**config.mk**
```make
export PLATFORM = sky130hd
export DESIGN_NAME = psm_ctrl
export DESIGN_NICKNAME = d
export VERILOG_FILES = /design/src/psm_pkg.sv /design/src/psm_ctrl.sv
export SDC_FILE = /design/constraint.sdc
export NUM_CORES = 1
export LEC_CHECK = 0
export BUFFER_PORTS_ARGS = -buffer_cell sky130_fd_sc_hd__buf_2
export CORE_ASPECT_RATIO = 0.6
export CORE_MARGIN = 2
export CORE_UTILIZATION = 54
export DETAILED_ROUTE_END_ITERATION = 8
export GPL_TIMING_DRIVEN = 0
export PLACE_DENSITY = 0.82
export SYNTH_ARGS = -nofsm -noshare
export SYNTH_HDL_FRONTEND = slang
export SYNTH_SLANG_ARGS = --single-unit
```
**constraint.sdc**
```tcl
create_clock -name clk -period 3.44 [get_ports clk]
set_input_delay 0.688 -clock clk [delete_from_list [all_inputs] [get_ports clk]]
set_output_delay 0.688 -clock clk [all_outputs]
set_load 0.05 [all_outputs]
```
**src/psm_pkg.sv**
```systemverilog
// constants, types and register map of the power-saving mode controller
package psm_pkg;
    // register byte addresses
    localparam logic [11:0] ADDR_CTRL = 12'h000;
    localparam logic [11:0] ADDR_REG = 12'h004;
    localparam logic [11:0] ADDR_STAT = 12'h008;
    // fields of the control and reg registers
    localparam int CTRL_HALT_SEL = 7;
    localparam int CTRL_RATE_EN = 6;
    localparam int CTRL_RECOVER = 5;
    localparam int CTRL_REENTER = 4;
    localparam int CTRL_RATIO_LO = 0;
    localparam int REG_LP_SEL = 1;
    localparam int REG_CRYSTAL = 0;
    localparam logic [7:0] CTRL_RESET = 8'h00;
    // oscillator start-up wait in oscillator periods
    localparam int OST_PERIODS = 1024;
    localparam logic [1:0] RESP_OKAY = 2'b00;
    localparam logic [1:0] RESP_SLVERR = 2'b10;

    // power states, gray along idle->sleep->wake
    typedef enum logic [1:0]
    {
        PS_RUN = 2'b00,
        PS_SLEEP = 2'b01,
        PS_WAIT = 2'b11,
        PS_HALT = 2'b10
    } psm_state_t;

    // divider terminal count for ratio code: 2^(code+1) - 1
    function automatic logic [7:0] psm_ratio_top(input logic [2:0] code);
        logic [8:0] n;
        n = 9'h002 << code;
        return 8'(n - 9'h001);
    endfunction
endpackage

```
**src/psm_ctrl.sv**
```systemverilog
// power-saving mode controller: reduced rate, halt, sleep and wake
module psm_ctrl
    import psm_pkg::*;
#(
    parameter int REG_SETTLE_CYCLES = 64,
    parameter int OST_CYCLES = OST_PERIODS
)
(
    // clock and reset
    input wire logic clk,
    input wire logic srst,
    // axi4-lite slave
    input wire logic [11:0] s_awaddr,
    input wire logic s_awvalid,
    output logic s_awready,
    input wire logic [31:0] s_wdata,
    input wire logic [3:0] s_wstrb,
    input wire logic s_wvalid,
    output logic s_wready,
    output logic [1:0] s_bresp,
    output logic s_bvalid,
    input wire logic s_bready,
    input wire logic [11:0] s_araddr,
    input wire logic s_arvalid,
    output logic s_arready,
    output logic [31:0] s_rdata,
    output logic [1:0] s_rresp,
    output logic s_rvalid,
    input wire logic s_rready,
    // cpu core
    input wire logic sleep_exec,
    input wire logic multicycle_busy,
    input wire logic prefetch_clears_gie,
    input wire logic global_irq_enable,
    input wire logic isr_enter,
    input wire logic isr_return,
    output logic cpu_cycle_en,
    output logic periph_clk_en,
    output logic vector_call,
    output logic sleep_as_nop,
    // interrupt and reset sources
    input wire logic irq_pending,
    input wire logic irq_pending_noclk,
    input wire logic windowed_watchdog_expire,
    input wire logic hard_reset_req,
    output logic watchdog_clear,
    output logic watchdog_reset_out,
    // status flags
    output logic powerdown_flag,
    output logic watchdog_expiry_flag,
    // oscillators, converter, io, regulator
    input wire logic [2:0] osc_request,
    input wire logic [2:0] osc_force,
    input wire logic converter_rc_clock,
    input wire logic [7:0] port_periph_active,
    output logic [2:0] osc_enable,
    output logic converter_abort,
    output logic [7:0] port_hold,
    output logic regulator_low_power
);
    localparam logic [11:0] OST_TOP = 12'(OST_CYCLES);
    localparam logic [11:0] REG_TOP = 12'(REG_SETTLE_CYCLES);

    typedef struct packed {
        psm_state_t st;
        logic [7:0] ctrl;
        logic [1:0] regc;
        logic [7:0] div;
        logic [11:0] wait_cnt;
        logic pd;
        logic to;
        logic aw_ok;
        logic w_ok;
        logic [11:0] awaddr;
        logic [31:0] wdata;
        logic [3:0] wstrb;
        logic awready;
        logic wready;
        logic bvalid;
        logic [1:0] bresp;
        logic arready;
        logic rvalid;
        logic [31:0] rdata;
        logic [1:0] rresp;
        logic cpu_en;
        logic vec;
        logic vec_pend;
        logic nop;
        logic wdc;
        logic wdr;
        logic [2:0] osc;
        logic abort;
        logic [7:0] hold;
        logic lpreg;
    } psm_regs_t;

    psm_regs_t cur_ff;
    psm_regs_t nxt_s;

    logic rate_en;
    logic wake;
    logic [31:0] rd_val;

    assign rate_en = cur_ff.ctrl[CTRL_RATE_EN];
    // any enabled interrupt wakes, whatever the global enable
    assign wake = irq_pending | windowed_watchdog_expire;

    // read mux; reserved bits read zero
    always_comb
    begin
        unique case (s_araddr)
            ADDR_CTRL: rd_val = {24'h000000, cur_ff.ctrl};
            ADDR_REG: rd_val = {30'h00000000, cur_ff.regc};
            ADDR_STAT: rd_val = {28'h0000000, cur_ff.st, cur_ff.to, cur_ff.pd};
            default: rd_val = 32'h00000000;
        endcase
    end

    // next-state logic for the whole block
    always_comb
    begin
        nxt_s = cur_ff;
        nxt_s.vec = 1'b0;
        nxt_s.nop = 1'b0;
        nxt_s.wdc = 1'b0;
        nxt_s.wdr = 1'b0;
        nxt_s.abort = 1'b0;

        // bus write: address and data accepted in either order
        nxt_s.awready = 1'b0;
        nxt_s.wready = 1'b0;
        if (s_awvalid && !cur_ff.aw_ok && !cur_ff.awready)
        begin
            nxt_s.awready = 1'b1;
            nxt_s.aw_ok = 1'b1;
            nxt_s.awaddr = s_awaddr;
        end
        if (s_wvalid && !cur_ff.w_ok && !cur_ff.wready)
        begin
            nxt_s.wready = 1'b1;
            nxt_s.w_ok = 1'b1;
            nxt_s.wdata = s_wdata;
            nxt_s.wstrb = s_wstrb;
        end
        if (cur_ff.bvalid && s_bready)
            nxt_s.bvalid = 1'b0;
        if (cur_ff.aw_ok && cur_ff.w_ok && !cur_ff.bvalid)
        begin
            nxt_s.aw_ok = 1'b0;
            nxt_s.w_ok = 1'b0;
            nxt_s.bvalid = 1'b1;
            nxt_s.bresp = RESP_OKAY;
            if (cur_ff.wstrb[0])
            begin
                unique case (cur_ff.awaddr)
                    // reenter bit writable at any time but an isr_enter cycle, also inside the isr
                    ADDR_CTRL: nxt_s.ctrl = cur_ff.wdata[7:0];
                    ADDR_REG: nxt_s.regc = cur_ff.wdata[1:0];
                    ADDR_STAT: nxt_s.bresp = RESP_OKAY;
                    default: nxt_s.bresp = RESP_SLVERR;
                endcase
            end
        end

        // bus read: accept and answer in the same cycle
        nxt_s.arready = 1'b0;
        if (cur_ff.rvalid && s_rready)
            nxt_s.rvalid = 1'b0;
        if (s_arvalid && !cur_ff.arready && !cur_ff.rvalid)
        begin
            nxt_s.arready = 1'b1;
            nxt_s.rvalid = 1'b1;
            nxt_s.rdata = rd_val;
            nxt_s.rresp = (s_araddr == ADDR_CTRL || s_araddr == ADDR_REG ||
                           s_araddr == ADDR_STAT) ? RESP_OKAY : RESP_SLVERR;
        end

        // isr entry/exit flag handling after software writes, so hardware wins
        if (isr_enter)
        begin
            nxt_s.ctrl[CTRL_REENTER] = rate_en;
            if (cur_ff.ctrl[CTRL_RECOVER])
                nxt_s.ctrl[CTRL_RATE_EN] = 1'b0;
            if (!prefetch_clears_gie)
            begin
                // a busy multicycle instruction defers the fetch, never drops it
                nxt_s.vec = !multicycle_busy;
                nxt_s.vec_pend = multicycle_busy;
            end
        end
        if (cur_ff.vec_pend && !multicycle_busy)
        begin
            nxt_s.vec = 1'b1;
            nxt_s.vec_pend = 1'b0;
        end
        if (isr_enter && prefetch_clears_gie && rate_en)
            nxt_s.ctrl[CTRL_RATE_EN] = 1'b0;
        if (isr_return)
            nxt_s.ctrl[CTRL_RATE_EN] = cur_ff.ctrl[CTRL_REENTER];

        // reduced-rate divider: one cpu cycle per 2^(code+1)
        if (!rate_en || cur_ff.div == psm_ratio_top(cur_ff.ctrl[2:0]))
            nxt_s.div = 8'h00;
        else
            nxt_s.div = cur_ff.div + 8'h01;

        unique case (cur_ff.st)
            PS_RUN:
            begin
                nxt_s.cpu_en = !rate_en || nxt_s.div == 8'h00;
                if (sleep_exec)
                begin
                    if (irq_pending_noclk && !global_irq_enable)
                        nxt_s.nop = 1'b1;
                    else
                    begin
                        nxt_s.wdc = 1'b1;
                        nxt_s.pd = 1'b0;
                        nxt_s.to = 1'b1;
                        nxt_s.cpu_en = 1'b0;
                        if (cur_ff.ctrl[CTRL_HALT_SEL])
                            nxt_s.st = PS_HALT;
                        else
                        begin
                            nxt_s.st = PS_SLEEP;
                            nxt_s.abort = !converter_rc_clock;
                            nxt_s.lpreg = cur_ff.regc[REG_LP_SEL];
                        end
                    end
                end
            end
            PS_SLEEP:
            begin
                nxt_s.cpu_en = 1'b0;
                if (wake)
                begin
                    nxt_s.st = PS_WAIT;
                    nxt_s.wdc = 1'b1;
                    nxt_s.lpreg = 1'b0;
                    // crystal start-up then regulator settle
                    nxt_s.wait_cnt = (cur_ff.regc[REG_CRYSTAL] ? OST_TOP : 12'h000) +
                        (cur_ff.regc[REG_LP_SEL] ? REG_TOP : 12'h000);
                end
            end
            PS_WAIT:
            begin
                if (cur_ff.wait_cnt == 12'h000)
                begin
                    nxt_s.st = PS_RUN;
                    nxt_s.cpu_en = 1'b1;
                    nxt_s.vec = global_irq_enable && irq_pending;
                end
                else
                    nxt_s.wait_cnt = cur_ff.wait_cnt - 12'h001;
            end
            PS_HALT:
            begin
                nxt_s.cpu_en = 1'b0;
                if (irq_pending || windowed_watchdog_expire)
                begin
                    nxt_s.st = PS_RUN;
                    nxt_s.wdc = 1'b1;
                    nxt_s.cpu_en = 1'b1;
                    nxt_s.vec = global_irq_enable && irq_pending;
                end
            end
        endcase

        // watchdog resets only in run, not in halt, sleep or wait; halt and sleep wake instead
        nxt_s.wdr = windowed_watchdog_expire && nxt_s.st == PS_RUN &&
            cur_ff.st == PS_RUN;
        nxt_s.osc = (nxt_s.st == PS_SLEEP) ? (osc_request | osc_force) : 3'b111;
        nxt_s.hold = (nxt_s.st == PS_SLEEP) ? ~port_periph_active : 8'h00;

        // external, brownout and power-on resets leave every mode
        if (hard_reset_req)
        begin
            nxt_s.st = PS_RUN;
            nxt_s.cpu_en = 1'b1;
            nxt_s.ctrl = CTRL_RESET;
            nxt_s.lpreg = 1'b0;
            nxt_s.vec_pend = 1'b0;
        end
    end

    always_ff @(posedge clk)
    begin
        if (srst)
        begin
            cur_ff <= '0;
            cur_ff.pd <= 1'b1;
            cur_ff.to <= 1'b1;
            cur_ff.cpu_en <= 1'b1;
            cur_ff.osc <= 3'b111;
            cur_ff.st <= PS_RUN;
        end
        else
            cur_ff <= nxt_s;
    end

    // outputs straight from flip-flops, except periph_clk_en decoded from the state
    assign s_awready = cur_ff.awready;
    assign s_wready = cur_ff.wready;
    assign s_bvalid = cur_ff.bvalid;
    assign s_bresp = cur_ff.bresp;
    assign s_arready = cur_ff.arready;
    assign s_rvalid = cur_ff.rvalid;
    assign s_rdata = cur_ff.rdata;
    assign s_rresp = cur_ff.rresp;
    assign cpu_cycle_en = cur_ff.cpu_en;
    assign periph_clk_en = cur_ff.st != PS_SLEEP ? 1'b1 : 1'b0;
    assign vector_call = cur_ff.vec;
    assign sleep_as_nop = cur_ff.nop;
    assign watchdog_clear = cur_ff.wdc;
    assign watchdog_reset_out = cur_ff.wdr;
    assign powerdown_flag = cur_ff.pd;
    assign watchdog_expiry_flag = cur_ff.to;
    assign osc_enable = cur_ff.osc;
    assign converter_abort = cur_ff.abort;
    assign port_hold = cur_ff.hold;
    assign regulator_low_power = cur_ff.lpreg;

    // assertions
    chk_sleep_flags: assert property (@(posedge clk) disable iff (srst)
        (cur_ff.st == PS_RUN && sleep_exec && !hard_reset_req &&
         !(irq_pending_noclk && !global_irq_enable)) |=> !powerdown_flag && watchdog_clear)
        else $error("sleep entry flags wrong");
    chk_nop_sleep: assert property (@(posedge clk) disable iff (srst)
        (cur_ff.st == PS_RUN && sleep_exec && irq_pending_noclk && !global_irq_enable)
        |=> sleep_as_nop && !watchdog_clear && $stable(powerdown_flag))
        else $error("nop sleep changed state");
    chk_halt_select: assert property (@(posedge clk) disable iff (srst)
        (cur_ff.st == PS_RUN && sleep_exec && !hard_reset_req && cur_ff.ctrl[7] &&
         !(irq_pending_noclk && !global_irq_enable)) |=> cur_ff.st == PS_HALT)
        else $error("halt not entered");
    chk_roi_clear: assert property (@(posedge clk) disable iff (srst)
        (isr_enter && cur_ff.ctrl[5] && !isr_return && !hard_reset_req) |=> !cur_ff.ctrl[6])
        else $error("recover did not clear rate");
    chk_doe_copy: assert property (@(posedge clk) disable iff (srst)
        (isr_enter && !hard_reset_req) |=> cur_ff.ctrl[4] == $past(cur_ff.ctrl[6]))
        else $error("reenter not copied");
    chk_return_rate: assert property (@(posedge clk) disable iff (srst)
        (isr_return && !hard_reset_req) |=> cur_ff.ctrl[6] == $past(cur_ff.ctrl[4]))
        else $error("return rate wrong");
    chk_halt_wake: assert property (@(posedge clk) disable iff (srst)
        (cur_ff.st == PS_HALT && irq_pending) |=> cur_ff.st == PS_RUN && watchdog_clear)
        else $error("halt not ended");
    chk_no_wd_halt: assert property (@(posedge clk) disable iff (srst)
        (cur_ff.st == PS_HALT) |=> !watchdog_reset_out)
        else $error("watchdog reset in halt");
    chk_sleep_cpu: assert property (@(posedge clk) disable iff (srst)
        (cur_ff.st == PS_SLEEP ##1 cur_ff.st == PS_SLEEP) |-> !cpu_cycle_en)
        else $error("cpu running in sleep");
    chk_hard_reset: assert property (@(posedge clk) disable iff (srst)
        hard_reset_req |=> cpu_cycle_en && cur_ff.ctrl == CTRL_RESET && cur_ff.st == PS_RUN)
        else $error("hard reset did not leave low-power mode");
    chk_vec_wait: assert property (@(posedge clk) disable iff (srst)
        (cur_ff.vec_pend && multicycle_busy && cur_ff.st == PS_RUN) |=> !vector_call)
        else $error("vector fetched during multicycle instruction");
endmodule

```
* Word-level counts from Yosys, hierarchy flattened *
Index checks and enable logic that the tools add are counted.
W data, S select, Z words.

operators by class
  bitwise gates (word level) = 8
  shift operators = 1
  multiplexer cells = 53
  equal/unequal tests = 16
  reductions and logical operators = 60
  add/subtract/negate cells = 4

operators with widths
  cell                     count
  $logic_not A12 Y1        3
  $mux W36                 1
  $mux W2                  15
  $eq A12 B3 Y1 const B    2
  $eq A12 B4 Y1 const B    2
  $mux W12                 2
  $pmux W12 S2             1
  $pmux W8 S3              1
  $mux W1                  21
  $mux W9                  2
  $logic_and A1 B1 Y1      17
  $reduce_and A3 Y1        5
  $mux W7                  2
  $reduce_bool A2 Y1       7
  $add A11 B7 Y12          1
  $ne A2 B2 Y1 const B     6
  $sub A12 B1 Y12 const B  1
  $logic_not A1 Y1         11
  $mux W11                 1
  $reduce_or A3 Y1         3
  $add A8 B1 Y8 const B    1
  $eq A8 B8 Y1             1
  $logic_not A8 Y1         1
  $mux W8                  1
  20 further kinds         34

storage, ports and cells
  logic and storage cells = 173
  bits in registers = 116
  input bits = 92

* Logic depth before layout (Yosys ltp) *
Gate-level depths: netlist of the first run.

  depth in word-level cells = 10
  depth in mapped cells = 10
  mapped depth without buffers = 8

* Worst setup path before layout of the first run *
No wires, ideal clock.

  kind = register -> register
  from = reg cur_ff[135] in the netlist's numbering
  to = reg cur_ff, in the netlist cpu_cycle_en
  slack = 1.071 ns
  data required time = 3.379 ns
  period minus slack after synthesis = 2.369 ns
  stages on the path, launching flop included = 11
  buffers on the path = 2
  arrival = 2.308 ns
  cell sequence = dfxtp_1 -> clkbuf_8 -> nor2_1 -> nand2_1 -> ha_1 -> buf_4 -> or4_4 -> o211ai_2 -> a32oi_2 -> a2111oi_4 -> a311o_1

on the way
  cells in the longest elaborated chain, start to end = 10

RTL lines
  what                    line             source
  start, declared         psm_ctrl.sv:97   psm_regs_t cur_ff;
  start signal, assigned  psm_ctrl.sv:298  cur_ff <= nxt_s;
  $shl A2 B3 Y8 (*)       psm_pkg.sv:33    n = 9'h002 << code;
  $sub A8 B1 Y8 (*)       psm_pkg.sv:34    return 8'(n - 9'h001);
  $eq A8 B8 Y1 (*)        psm_ctrl.sv:202  if (!rate_en || cur_ff.div == psm_ratio_top(cur_ff.ctrl[2:0]))
  $logic_or A1 B1 Y1 (*)  psm_ctrl.sv:202
  $mux W8 (*)             psm_ctrl.sv:202
  $logic_not A8 Y1 (*)    psm_ctrl.sv:210  nxt_s.cpu_en = !rate_en || nxt_s.div == 8'h00;
  $logic_or A1 B1 Y1 (*)  psm_ctrl.sv:210
  $mux W1                 psm_ctrl.sv:213  if (irq_pending_noclk && !global_irq_enable)
  $mux W1 (*)             psm_ctrl.sv:211  if (sleep_exec)
  $pmux W1 S4 (*)         psm_ctrl.sv:207  unique case (cur_ff.st)

Mark *: on every way between the ends. The rest lies on a longest branch, timed or not.
A chain may end at the register's enable or synchronous reset.

* Final worst setup path of the first run *
  from = reg cur_ff[134] in the netlist's numbering
  to = reg cur_ff, in the netlist cpu_cycle_en

Same word-level chain as after synthesis.

==> results.md, run 1 <==
- Unique masters post-synth: 68
- Grt total ovfl: 0
- Top cells by area, synth: dfxtp_1, buf_4, nor2_1, mux2i_1, nand2_1
- IO Pins: about 150
- PostCTS Resize Cnt: 0
- Minimum clock period: around 2700 ps
- First-pass GRT wire length: between 15000 and 20000 microns
- Max_slew headroom: between 30% and 40%
- Most frequent cells in the layout: buf_2, dfxtp_1, nor2_1
- Share of the synthesized area in the top cell type: 41.5%
- Site Rows: 25
- Post-synthesis compound-gate area fraction: 12.2%
- Pre-antenna DRT Iters: 4
- Final layout net count: between 700 and 800
- Die width: around 120 microns
- CP startpoint: cur_ff[134]
- Post-route setup TNS: 0 ps
- Multiplexer share of the synthesized area: 5.59%
- Share of cells above drive strength 1: between 20% and 30%
- HP Class: flop to flop
- Register area share after synthesis: 41.5%
- Final hold vios: 0
- Clk pin slew, worst setup/hold paths: approximately 60 ps
- Final setup fails: 0
- Post-synthesis simple-gate area fraction: approximately a quarter
- Setup ws final: approximately 740 ps
- Die Y: between 70 and 80 microns
- Worst r2r src: cur_ff[134]
- Most common cell after layout, fill and taps aside: buf_2
- Fill count: approximately 660
- Slew Viols, Final: 0
- Number of CTS-inserted buffers: 9
- Outcome: complete, no violations
- Pin count of the biggest net entering global routing: 16
- Via count: approximately 3900
- Number of vias per cell: between 5 and 6
- RSZ-0062 raised after global routing: false
- Leakage: around 2.4 nW
- Yosys reg bits: 90
- Top sig layer: met4
- Cell taking the most area after synthesis: dfxtp_1
- Core area: a little under 0.008 sq mm
- Worst path max stage delay: roughly 590 ps
- Final Cell Area: approximately 0.0054 sq mm
- CP max FO: 10
- XOR/XNOR Fraction of Synth Area: 3.02%
- Critical Path AT: about 3000 ps
- Htree depth: 3
- Die area: between 0.008 and 0.009 sq mm
- Met2 Routed Length: approximately 5000 microns
- Metal3 WL: 794 microns
- Initial antenna violation count: 0
- Worst r2r dst: cpu_cycle_en
- Slowest CP cell: a2111oi_4
- CTS sink cnt: 90
- Detail Route Antenna Nets: 0
- Worst skew pair latency: roughly 340 ps
- WL/cell: roughly 14 microns
- Startpoint types: flop
- GR Util All Layers: ~25%
- Worst Tran Pin Value: about 930 ps
- CTS tree: done
- Mapped cell area: 0.00434 sq mm
- EDFF count, synth: 0
- Clock Skew: 4.33 ps
- Critical Path End Type: flop
- Synthesis-to-finish area growth: 23.2%
- R2R Setup Slk: 740 ps
- Vias in the first global route: around 3700
- Most used DFF post-synth: dfxtp_1
- Part of the cycle the worst path needs: 78.4%
- Drt total wl: about 11000 microns
- Clock Tree Buf Depth: 2
- # DRC: 0
- Hold path cells: 2
- RePlAce Congestion: roughly 0.89
- Adder-Cell Fraction of Synth Area: 0.864%
- CP required: around 3700 ps
- Peak supply drop: roughly 300 uV
- Post CTS Setup Buffer Count: 0
- Fmax: around 0.37 GHz
- Yosys warns: 0
- Post-DP HPWL: just over 8000 microns
- Starting Density: 55.3%
- Post-Syn Area per Cell: between 8 and 9 sq um
- Placement Cell Area: ~0.005 sq mm
- Post-place setup slack: approximately 810 ps
- Hold Buf Count CTS: 0
- Clk root buf: clkbuf_16
- Ant. Diodes: 0
- Cells on worst reg2reg path: 9
- Worst Hold Endpoint: cur_ff[106]
- Maximum Capacitance Violations: 0
- IO buf count: 97
- CP Cell Sequence: clkbuf_1 -> nand2_1 -> ha_1 -> buf_4 -> or4_4 -> o211ai_2 -> a32oi_2 -> a2111oi_4 -> a311o_1
- Hold_sp: cur_ff[106]
- Metal-1 WL: between 4000 and 5000 microns
- 1st-iter DRT viols: around 300
- CP Class: flop to flop
- PwrDens: 459 mW/mm^2
- Synth Instances: roughly 500
- Fraction of registers with async set/reset: 0%
- Largest family of logic cells by synthesized area: simple AND/OR/NAND/NOR gates
where the power goes:
| part | internal (W) | total [W] | switching [W] |
|---|---|---|---|
| Combinational | 0.000131 | 0.000382 | 0.000251 |
| Sequential | 0.00108 | 0.00111 | 0.0000266 |
| Clock | 0.000561 | 0.000966 | 0.000405 |
| Total | 0.00177 | 0.00246 | 0.000683 |
routing by layer:
layer	vias to the layer above	track usage (%)
li1	1920	-
met1	1785	31.7
met2	145	42.4
met3	13	7.38
met4	0	7.06
met5	-	0
critical path, delay by kind of cell, from the launching register on:
kind / cells / cell delay, ps
AO/OA/AOI/OAI: 4 / 1080
adder cells (fa/ha/maj): 1 / 190
buffers and inverters: 2 / 500
flip-flops: 1 / 350
AND/OR/NAND/NOR: 2 / 520
logic make-up after synthesis:
kind of cell,count (synthesis)
AOI/OAI and AO/OA,75
xor gates and xnor gates,15
adders and majority gates,3
buffers and inverters,81
DFF,90
muxes,24
other,2
and+or+nand+nor,208
cell usage after synthesis, drive strengths merged (7+ instances only):
cell / count
nand2b: 8
dfxtp: 90
o21ai: 10
nor2: 65
a21oi: 30
nor3: 21
nand3: 13
nor3b: 7
nand2: 43
inv: 8
clkbuf: 21
mux2i: 22
nor4: 9
xor2: 12
or3: 9
buf: 52
through the flow:
step                hold slack (ps)  utilization (%)  std cells  power (W)
floorplan                       436                -        523    0.00141
global placement                443             64.4        728    0.00150
detailed placement              450             64.4        728    0.00151
CTS                             459             68.2        744    0.00247
global route                    478             68.2        744    0.00255
finish                          461             68.2        744    0.00246
how the worst max path moves through the flow:
stage	end	slack (ps)	depth (start not counted)
after floorplan	cpu_cycle_en	1070	10
after global placement	cpu_cycle_en	880	10
after detailed placement	cpu_cycle_en	810	10
after CTS	cpu_cycle_en	800	9
after global routing	cpu_cycle_en	590	9
final	cpu_cycle_en	740	9
state kept, by name, indices dropped and copies added, names as in the netlist:
name / count
cur_ff: 56
s_awready: 1
s_wready: 1
cpu_cycle_en: 1
port_hold: 8
s_bresp: 1
regulator_low_power: 1
s_rvalid: 1
osc_enable: 3
watchdog_reset_out: 1
watchdog_clear: 1
s_rdata: 8
vector_call: 1
s_rresp: 1
s_bvalid: 1
powerdown_flag: 1
sleep_as_nop: 1
s_arready: 1
converter_abort: 1
final cells by class:
type                       instances  area, sq um  area share [%]
timing repair buffer              97          485            9.07
tap                              108          135            2.52
clock inverter                     7         68.8            1.29
multi-input combinational        352         2110            39.5
buffer                            73          493            9.21
clock buffer                       9          225            4.21
sequential                        90         1800            33.7
inverter                           8         30.0           0.561
Note: power is estimated with default switching activity, not from simulation.
==> run 2, diff against run 1 <==
--- a/config.mk
+++ b/config.mk
@@ -5,13 +5,14 @@
 export SDC_FILE = /design/constraint.sdc
 export NUM_CORES = 1
 export LEC_CHECK = 0
+export ABC_AREA = 1
 export BUFFER_PORTS_ARGS = -buffer_cell sky130_fd_sc_hd__buf_2
 export CORE_ASPECT_RATIO = 0.6
 export CORE_MARGIN = 2
-export CORE_UTILIZATION = 54
+export CORE_UTILIZATION = 50
 export DETAILED_ROUTE_END_ITERATION = 8
 export GPL_TIMING_DRIVEN = 0
-export PLACE_DENSITY = 0.82
+export PLACE_DENSITY = 0.76
 export SYNTH_ARGS = -nofsm -noshare
 export SYNTH_HDL_FRONTEND = slang
 export SYNTH_SLANG_ARGS = --single-unit
==> constraint.sdc (replaced) <==
create_clock -name clk -period 2.59 [get_ports clk]
set_input_delay 0.518 -clock clk [delete_from_list [all_inputs] [get_ports clk]]
set_output_delay 0.518 -clock clk [all_outputs]
set_load 0.05 [all_outputs]
==> run 2 against run 1 <==
Net effect: worst setup slack worse by 350 ps; largest power group unchanged; critical path type unchanged; area after synthesis down 0.52%; highest routed layer unchanged; first-iteration DRC count down 4.1%; clock skew up 3.6 ps; worst hold slack worse by 130 ps; global-route usage down 0.49 points; power up 45%; synthesized cell count up 19%; non-clock buffer count down 7; core utilization down 4.6 points.
==> results.md, run 2 <==
- Outcome: complete, no violations
- PwrDens: approximately 660 mW/mm^2
- Yosys reg bits: 90
- Clock Skew: between 7 and 8 ps
- Total power: approximately 0.0036 W
- CP required: about 2900 ps
- Top post-synthesis cells by count: dfxtp_1, nand2_1, inv_1
- Site Rows: 26
- Pre-antenna DRT Iters: 5
- Die area: 0.00943 sq mm
- WL/cell: between 10 and 15 microns
- Ant. Diodes: 0
- Hold path cells: 2
- R2R Setup Slk: 390 ps
- Initial antenna violation count: 0
- # DRC: 0
- CP Depth: 16
- Clk pin slew, worst setup/hold paths: around 60 ps
- Top cells by area, synth: dfxtp_1, buf_4, nand2_1, inv_1, a21oi_1
- Cells on worst reg2reg path: 16
- Share of cells above drive strength 1: between 20 and 30%
- Post-DP HPWL: 8710 microns
- Clock Tree Buf Depth: 2
- 1st-iter DRT viols: between 200 and 300
- Fraction of registers with async set/reset: 0%
- Gate power share: approximately 18%
- Worst path max stage delay: 370 ps
- Die width: roughly 120 microns
- Post-route setup TNS: 0 ps
- Fmax: between 0.4 and 0.5 GHz
- GR Util All Layers: between 20% and 30%
- Number of instances in the placed design: approximately 830
- Vias in the first global route: 3900
- Die Y: ~76 microns
- NetSw: 0.00103 W
- Unique masters post-synth: 35
- Post-Layout Cell Count: 847
- Final layout net count: 825
- Leakage: 2.61 nW
- Critical Path AT: 2490 ps
- CTS tree: done
- Detail Route Antenna Nets: 0
- Max FFs per register: 56
- Part of the cycle the worst path needs: 84.8%
- CP Cell Sequence: nor2_1 -> nand2_1 -> ha_1 -> inv_1 -> nand2_1 -> nand2_1 -> nand2_1 -> nand2_1 -> nand2_1 -> nor2_1 -> nand3_1 -> nand3_1 -> nand2_1 -> nor2_1 -> nand3_1 -> nand2_1
- Slowest CP cell: dfxtp_1
- Max_slew headroom: 55.2%
- Post-Route Utilization: a little under two thirds
- HP Class: input pin to flop
- First-pass GRT wire length: approximately 18000 microns
- RePlAce Congestion: about 0.85
- CTS sink cnt: 90
- Final hold vios: 0
- Drt total wl: about 11000 microns
- Yosys warns: 0
- Starting Density: 51.1%
- Share of the synthesized area in the top cell type: a little over two fifths
- Int Power: around 0.0025 W
- Via count: between 4000 and 5000
- Most common cell after layout, fill and taps aside: buf_2
- Sequential share of power: 42.0%
- Final Cell Area: 0.00538 sq mm
- Startpoint types: flop
- Post-Syn Area per Cell: 7.26 sq um
- Switching share of total power: slightly below 30%
- Worst skew pair latency: approximately 340 ps
- Maximum Capacitance Violations: 0
- Most frequent cells in the layout: buf_2, dfxtp_1, nand2_1
- Grt total ovfl: 0
- EDFF count, synth: 0
- Most used DFF post-synth: dfxtp_1
- RSZ-0062 raised after global routing: false
- Core area: 0.00846 sq mm
- Clock share of power: 39.9%
- Placement Cell Area: just over 0.005 sq mm
- Critical Path End Type: flop
- CP bufs+invs: 1
- Number of CTS-inserted buffers: 9
- Clk root buf: clkbuf_16
- Biggest register: cur_ff
- Mapped cell area: around 0.0043 sq mm
- Most used cell, CP: nand2_1
- PostCTS Resize Cnt: 0
- CP Class: flop to flop
- Post CTS Setup Buffer Count: 0
- Cell family with most CP delay: simple AND/OR/NAND/NOR gates
- Number of vias per cell: between 4 and 5
- Worst Tran Pin Value: 672 ps
- Pin count of the biggest net entering global routing: 16
- Hold Buf Count CTS: 0
- CP max FO: 7
- Synthesis-to-finish area growth: 24.5%
- Register area share after synthesis: between 40% and 50%
- Slew Viols, Final: 0
- Peak supply drop: ~530 uV
- Most frequent cell after synthesis: dfxtp_1
- Synth Instances: 595
- Cell taking the most area after synthesis: dfxtp_1
- Minimum clock period: between 2000 and 2500 ps
- IO Pins: approximately 150
- Htree depth: 3
- Final setup fails: 0
- IO buf count: 99
run 2: changes by cell type after synthesis, moves of 7 or more:
cell      change
or3_1         -9
a21oi_1      +25
clkbuf_1      -7
nand3_1       +9
nand2b_1      -8
inv_1        +71
mux2i_1      -22
nor2_2        +9
nand2_1      +46
nor4_1        -7
nand4_1       +9
o21ai_0      +34
run 2: metrics by stage:
| step | hold slack [ps] | setup WS [ps] |
|---|---|---|
| finish | 330 | 394 |
| detailed placement | 441 | 430 |
| CTS | 327 | 412 |
| floorplan | 420 | 787 |
| global route | 324 | 94.9 |
| global placement | 433 | 473 |
run 2: cell type report:
cell class / instances / area (sq um)
Sequential cell: 90 / 1800
Tap cell: 112 / 140
Clock buffer: 10 / 239
Clock inverter: 6 / 90.1
Timing Repair Buffer: 99 / 495
Inverter: 83 / 319
Fill cell: 782 / 3080
Buffer: 64 / 427
Multi-Input combinational cell: 383 / 1870
run 2: cell families (layout without fill, tap and decap cells):
logic type,Yosys count,after routing,share of synthesized area (%)
adders and majority gates,3,3,0.869
AOI/OAI and AO/OA,116,116,14.4
other,2,27,0.174
xor gates and xnor gates,8,8,1.62
DFF,90,90,41.7
and+or+nand+nor,229,229,24.0
buffers and inverters,147,262,17.3
run 2: power by group through the flow:
stage	sequential, W	combinational, W	clock [W]
3_5_place_dp	0.00152	0.000639	0
2_1_floorplan	0.00156	0.000444	0
5_1_grt	0.00150	0.000709	0.00149
6_report	0.00149	0.000646	0.00142
4_1_cts	0.00149	0.000644	0.00143
3_3_place_gp	0.00152	0.000623	0
run 2: routing by layer:
metal	GRT usage (%)	part of all wire, %	vias to the layer above
met5	0	0	-
met3	6.29	7.6	13
li1	-	-	2103
met1	34.3	47	1892
met4	5.39	1.2	0
met2	38.5	44	162
run 2: path summary, 6_finish.rpt:
path,end,start
setup / recovery,cpu_cycle_en,cur_ff[135]
hold / removal,port_hold[3],port_periph_active[3]
setup reg to reg,cpu_cycle_en,cur_ff[135]
hold reg to reg,cur_ff[97],cur_ff[97]
==> run 3, diff against run 2 <==
==> constraint.sdc (replaced) <==
create_clock -name clk -period 2.1 [get_ports clk]
set_input_delay 0.42 -clock clk [delete_from_list [all_inputs] [get_ports clk]]
set_output_delay 0.42 -clock clk [all_outputs]
set_load 0.05 [all_outputs]
==> run 3 against run 2 <==
Net effect: sequential cell count did not move; first-iteration DRC count up 12%; final area rose by 2.6%; clock power grew 23%; critical path type unchanged; largest power group unchanged.
==> results.md, run 3 (same netlist as run 2, synthesis figures left out) <==
- Minimum clock period: around 2000 ps
- Number of instances in the placed design: 831
- Slowest CP cell: dfxtp_4
- Drt total wl: between 10000 and 15000 microns
- Critical Path AT: between 2000 and 2500 ps
- Number of CTS-inserted buffers: 9
- Cells on worst reg2reg path: 15
- CP max FO: 6
- CTS sink cnt: 90
- HP Class: input pin to flop
- 1st-iter DRT viols: 315
- Grt total ovfl: 0
- Die width: approximately 120 microns
- Vias in the first global route: roughly 3900
- First-pass GRT wire length: 18500 microns
- Max_slew headroom: approximately half
- IO Pins: approximately 150
- WL/cell: between 10 and 15 microns
- RePlAce Congestion: 0.847
- Pin count of the biggest net entering global routing: 16
- Startpoint types: flop
- Pre-antenna DRT Iters: 5
- Die area: roughly 0.0094 sq mm
- Post-Layout Cell Count: 850
- Via count: ~4200
- CP Cell Sequence: nor2_4 -> nand2_4 -> ha_4 -> inv_1 -> nand2_1 -> nand3_2 -> nor2_2 -> nand2_1 -> nor2_2 -> nand3_4 -> o211ai_1 -> nand2_1 -> inv_2 -> nand3_2 -> nand2_1
- Most common cell after layout, fill and taps aside: buf_2
- Final hold vios: 0
- Setup ws final: 98.2 ps
- Max FFs per register: 56
- Hold Buf Count CTS: 0
- CP bufs+invs: 2
- Clock Skew: just under 8 ps
- Post-DP HPWL: slightly below 9000 microns
- Part of the cycle the worst path needs: between 90% and 100%
- Metal3 WL: between 800 and 900 microns
- PwrDens: between 700 and 800 mW/mm^2
- Met2 Routed Length: 5060 microns
- Initial antenna violation count: 0
- Clock share of power: between 30% and 40%
- R2R Setup Slk: just under 100 ps
- Worst path max stage delay: around 370 ps
- Clock Tree Buf Depth: 2
- Sequential share of power: a little over two fifths
- Int Power: between 0.003 and 0.004 W
- Most frequent cells in the layout: buf_2, dfxtp_1, nand2_1
- Htree depth: 3
- Number of vias per cell: between 4 and 5
- Maximum Capacitance Violations: 0
- RSZ-0062 raised after global routing: true
- Core area: between 0.008 and 0.009 sq mm
- Biggest register: cur_ff
- Ant. Diodes: 0
- Peak supply drop: 661 uV
- Clk pin slew, worst setup/hold paths: 70 ps
- Final setup fails: 0
- Gate power share: a little under a fifth
- Final layout net count: just over 800
- Placement Cell Area: approximately 0.0051 sq mm
- Post-place setup slack: -59.6 ps
- Detail Route Antenna Nets: 0
- Top sig layer: met4
- Outcome: complete, no violations
- Fill count: approximately 760
- Most used cell, CP: nand2_1
- CP Class: flop to flop
- Synthesis-to-finish area growth: 27.7%
- CTS tree: done
- Fmax: between 0.4 and 0.5 GHz
- Die Y: 76.0 microns
- NetSw: roughly 0.0013 W
- Hold path cells: 2
- Leakage: around 2.7 nW
- GR Util All Layers: 24.9%
- Switching share of total power: between 20 and 30%
- Worst Tran Pin Value: roughly 740 ps
- Total power: between 0.004 and 0.005 W
- Critical Path End Type: flop
- CP Depth: 15
- # DRC: 0
- Metal-1 WL: about 5200 microns
- Site Rows: 26
- IO buf count: 99
- Worst r2r dst: cpu_cycle_en
- Worst skew pair latency: approximately 340 ps
- Worst r2r src: cur_ff[135]
- Share of cells above drive strength 1: between 20% and 30%
- Slew Viols, Final: 0
- Worst Hold Endpoint: port_hold[0]
- CP required: roughly 2400 ps
- Final Cell Area: 0.00552 sq mm
- Clk root buf: clkbuf_16
- Hold_sp: port_periph_active[0]
- Cell family with most CP delay: simple AND/OR/NAND/NOR gates
- Starting Density: 51.1%
run 3: changes by cell type in the layout (fill, tap and decap cells not counted), moves of 3 or more:
cell,change
nor2_2,+3
nand3_2,+5
nor2_1,-4
buf_4,+4
nand3_1,-7
run 3: metal layers:
layer / vias to the layer above / GRT usage (%)
met5: - / 0
met4: 0 / 5.28
met3: 18 / 5.61
met2: 175 / 39.3
met1: 1922 / 35.0
li1: 2114 / -
run 3: how the worst max path moves through the flow:
stage / slack, ps / to / from
after floorplan: 300 / cpu_cycle_en / cur_ff[135]
after global placement: -20 / cpu_cycle_en / cur_ff[135]
after detailed placement: -60 / cpu_cycle_en / cur_ff[135]
after CTS: 6 / cpu_cycle_en / cur_ff[136]
after global routing: -60 / cpu_cycle_en / cur_ff[135]
final: 100 / cpu_cycle_en / cur_ff[135]
run 3: area by class of cell:
type / instances / area (sq um) / share of cell area, %
well taps: 112 / 140 / 2.54
clock inverters: 6 / 90.1 / 1.63
flip-flops and latches: 90 / 1810 / 32.8
multi-input cells: 383 / 1970 / 35.7
inverters: 83 / 327 / 5.92
plain buffers: 63 / 422 / 7.64
repair buffers: 103 / 526 / 9.52
clock buffers: 10 / 239 / 4.33
run 3: timing repair:
item,in CTS,in global routing
buffers inserted,0,4
setup endpoints to repair,1,19
pin swaps,3,11
gates resized for setup,8,21
run 3: per-stage QoR:
step,setup TNS [ps],util [%],hold WS [ps]
after floorplan,0,-,420
after global placement,-17.1,59.7,433
after detailed placement,-59.6,59.7,441
after CTS,0,64.1,229
after global routing,-56.6,65.3,226
final,0,65.3,233
run 3: power groups by stage:
stage | logic, W | clock network (W) | registers (W)
floorplan | 0.000547 | 0 | 0.00192
global placement | 0.000768 | 0 | 0.00188
detailed placement | 0.000788 | 0 | 0.00188
CTS | 0.000795 | 0.00176 | 0.00184
global route | 0.000880 | 0.00183 | 0.00185
finish | 0.000804 | 0.00175 | 0.00184
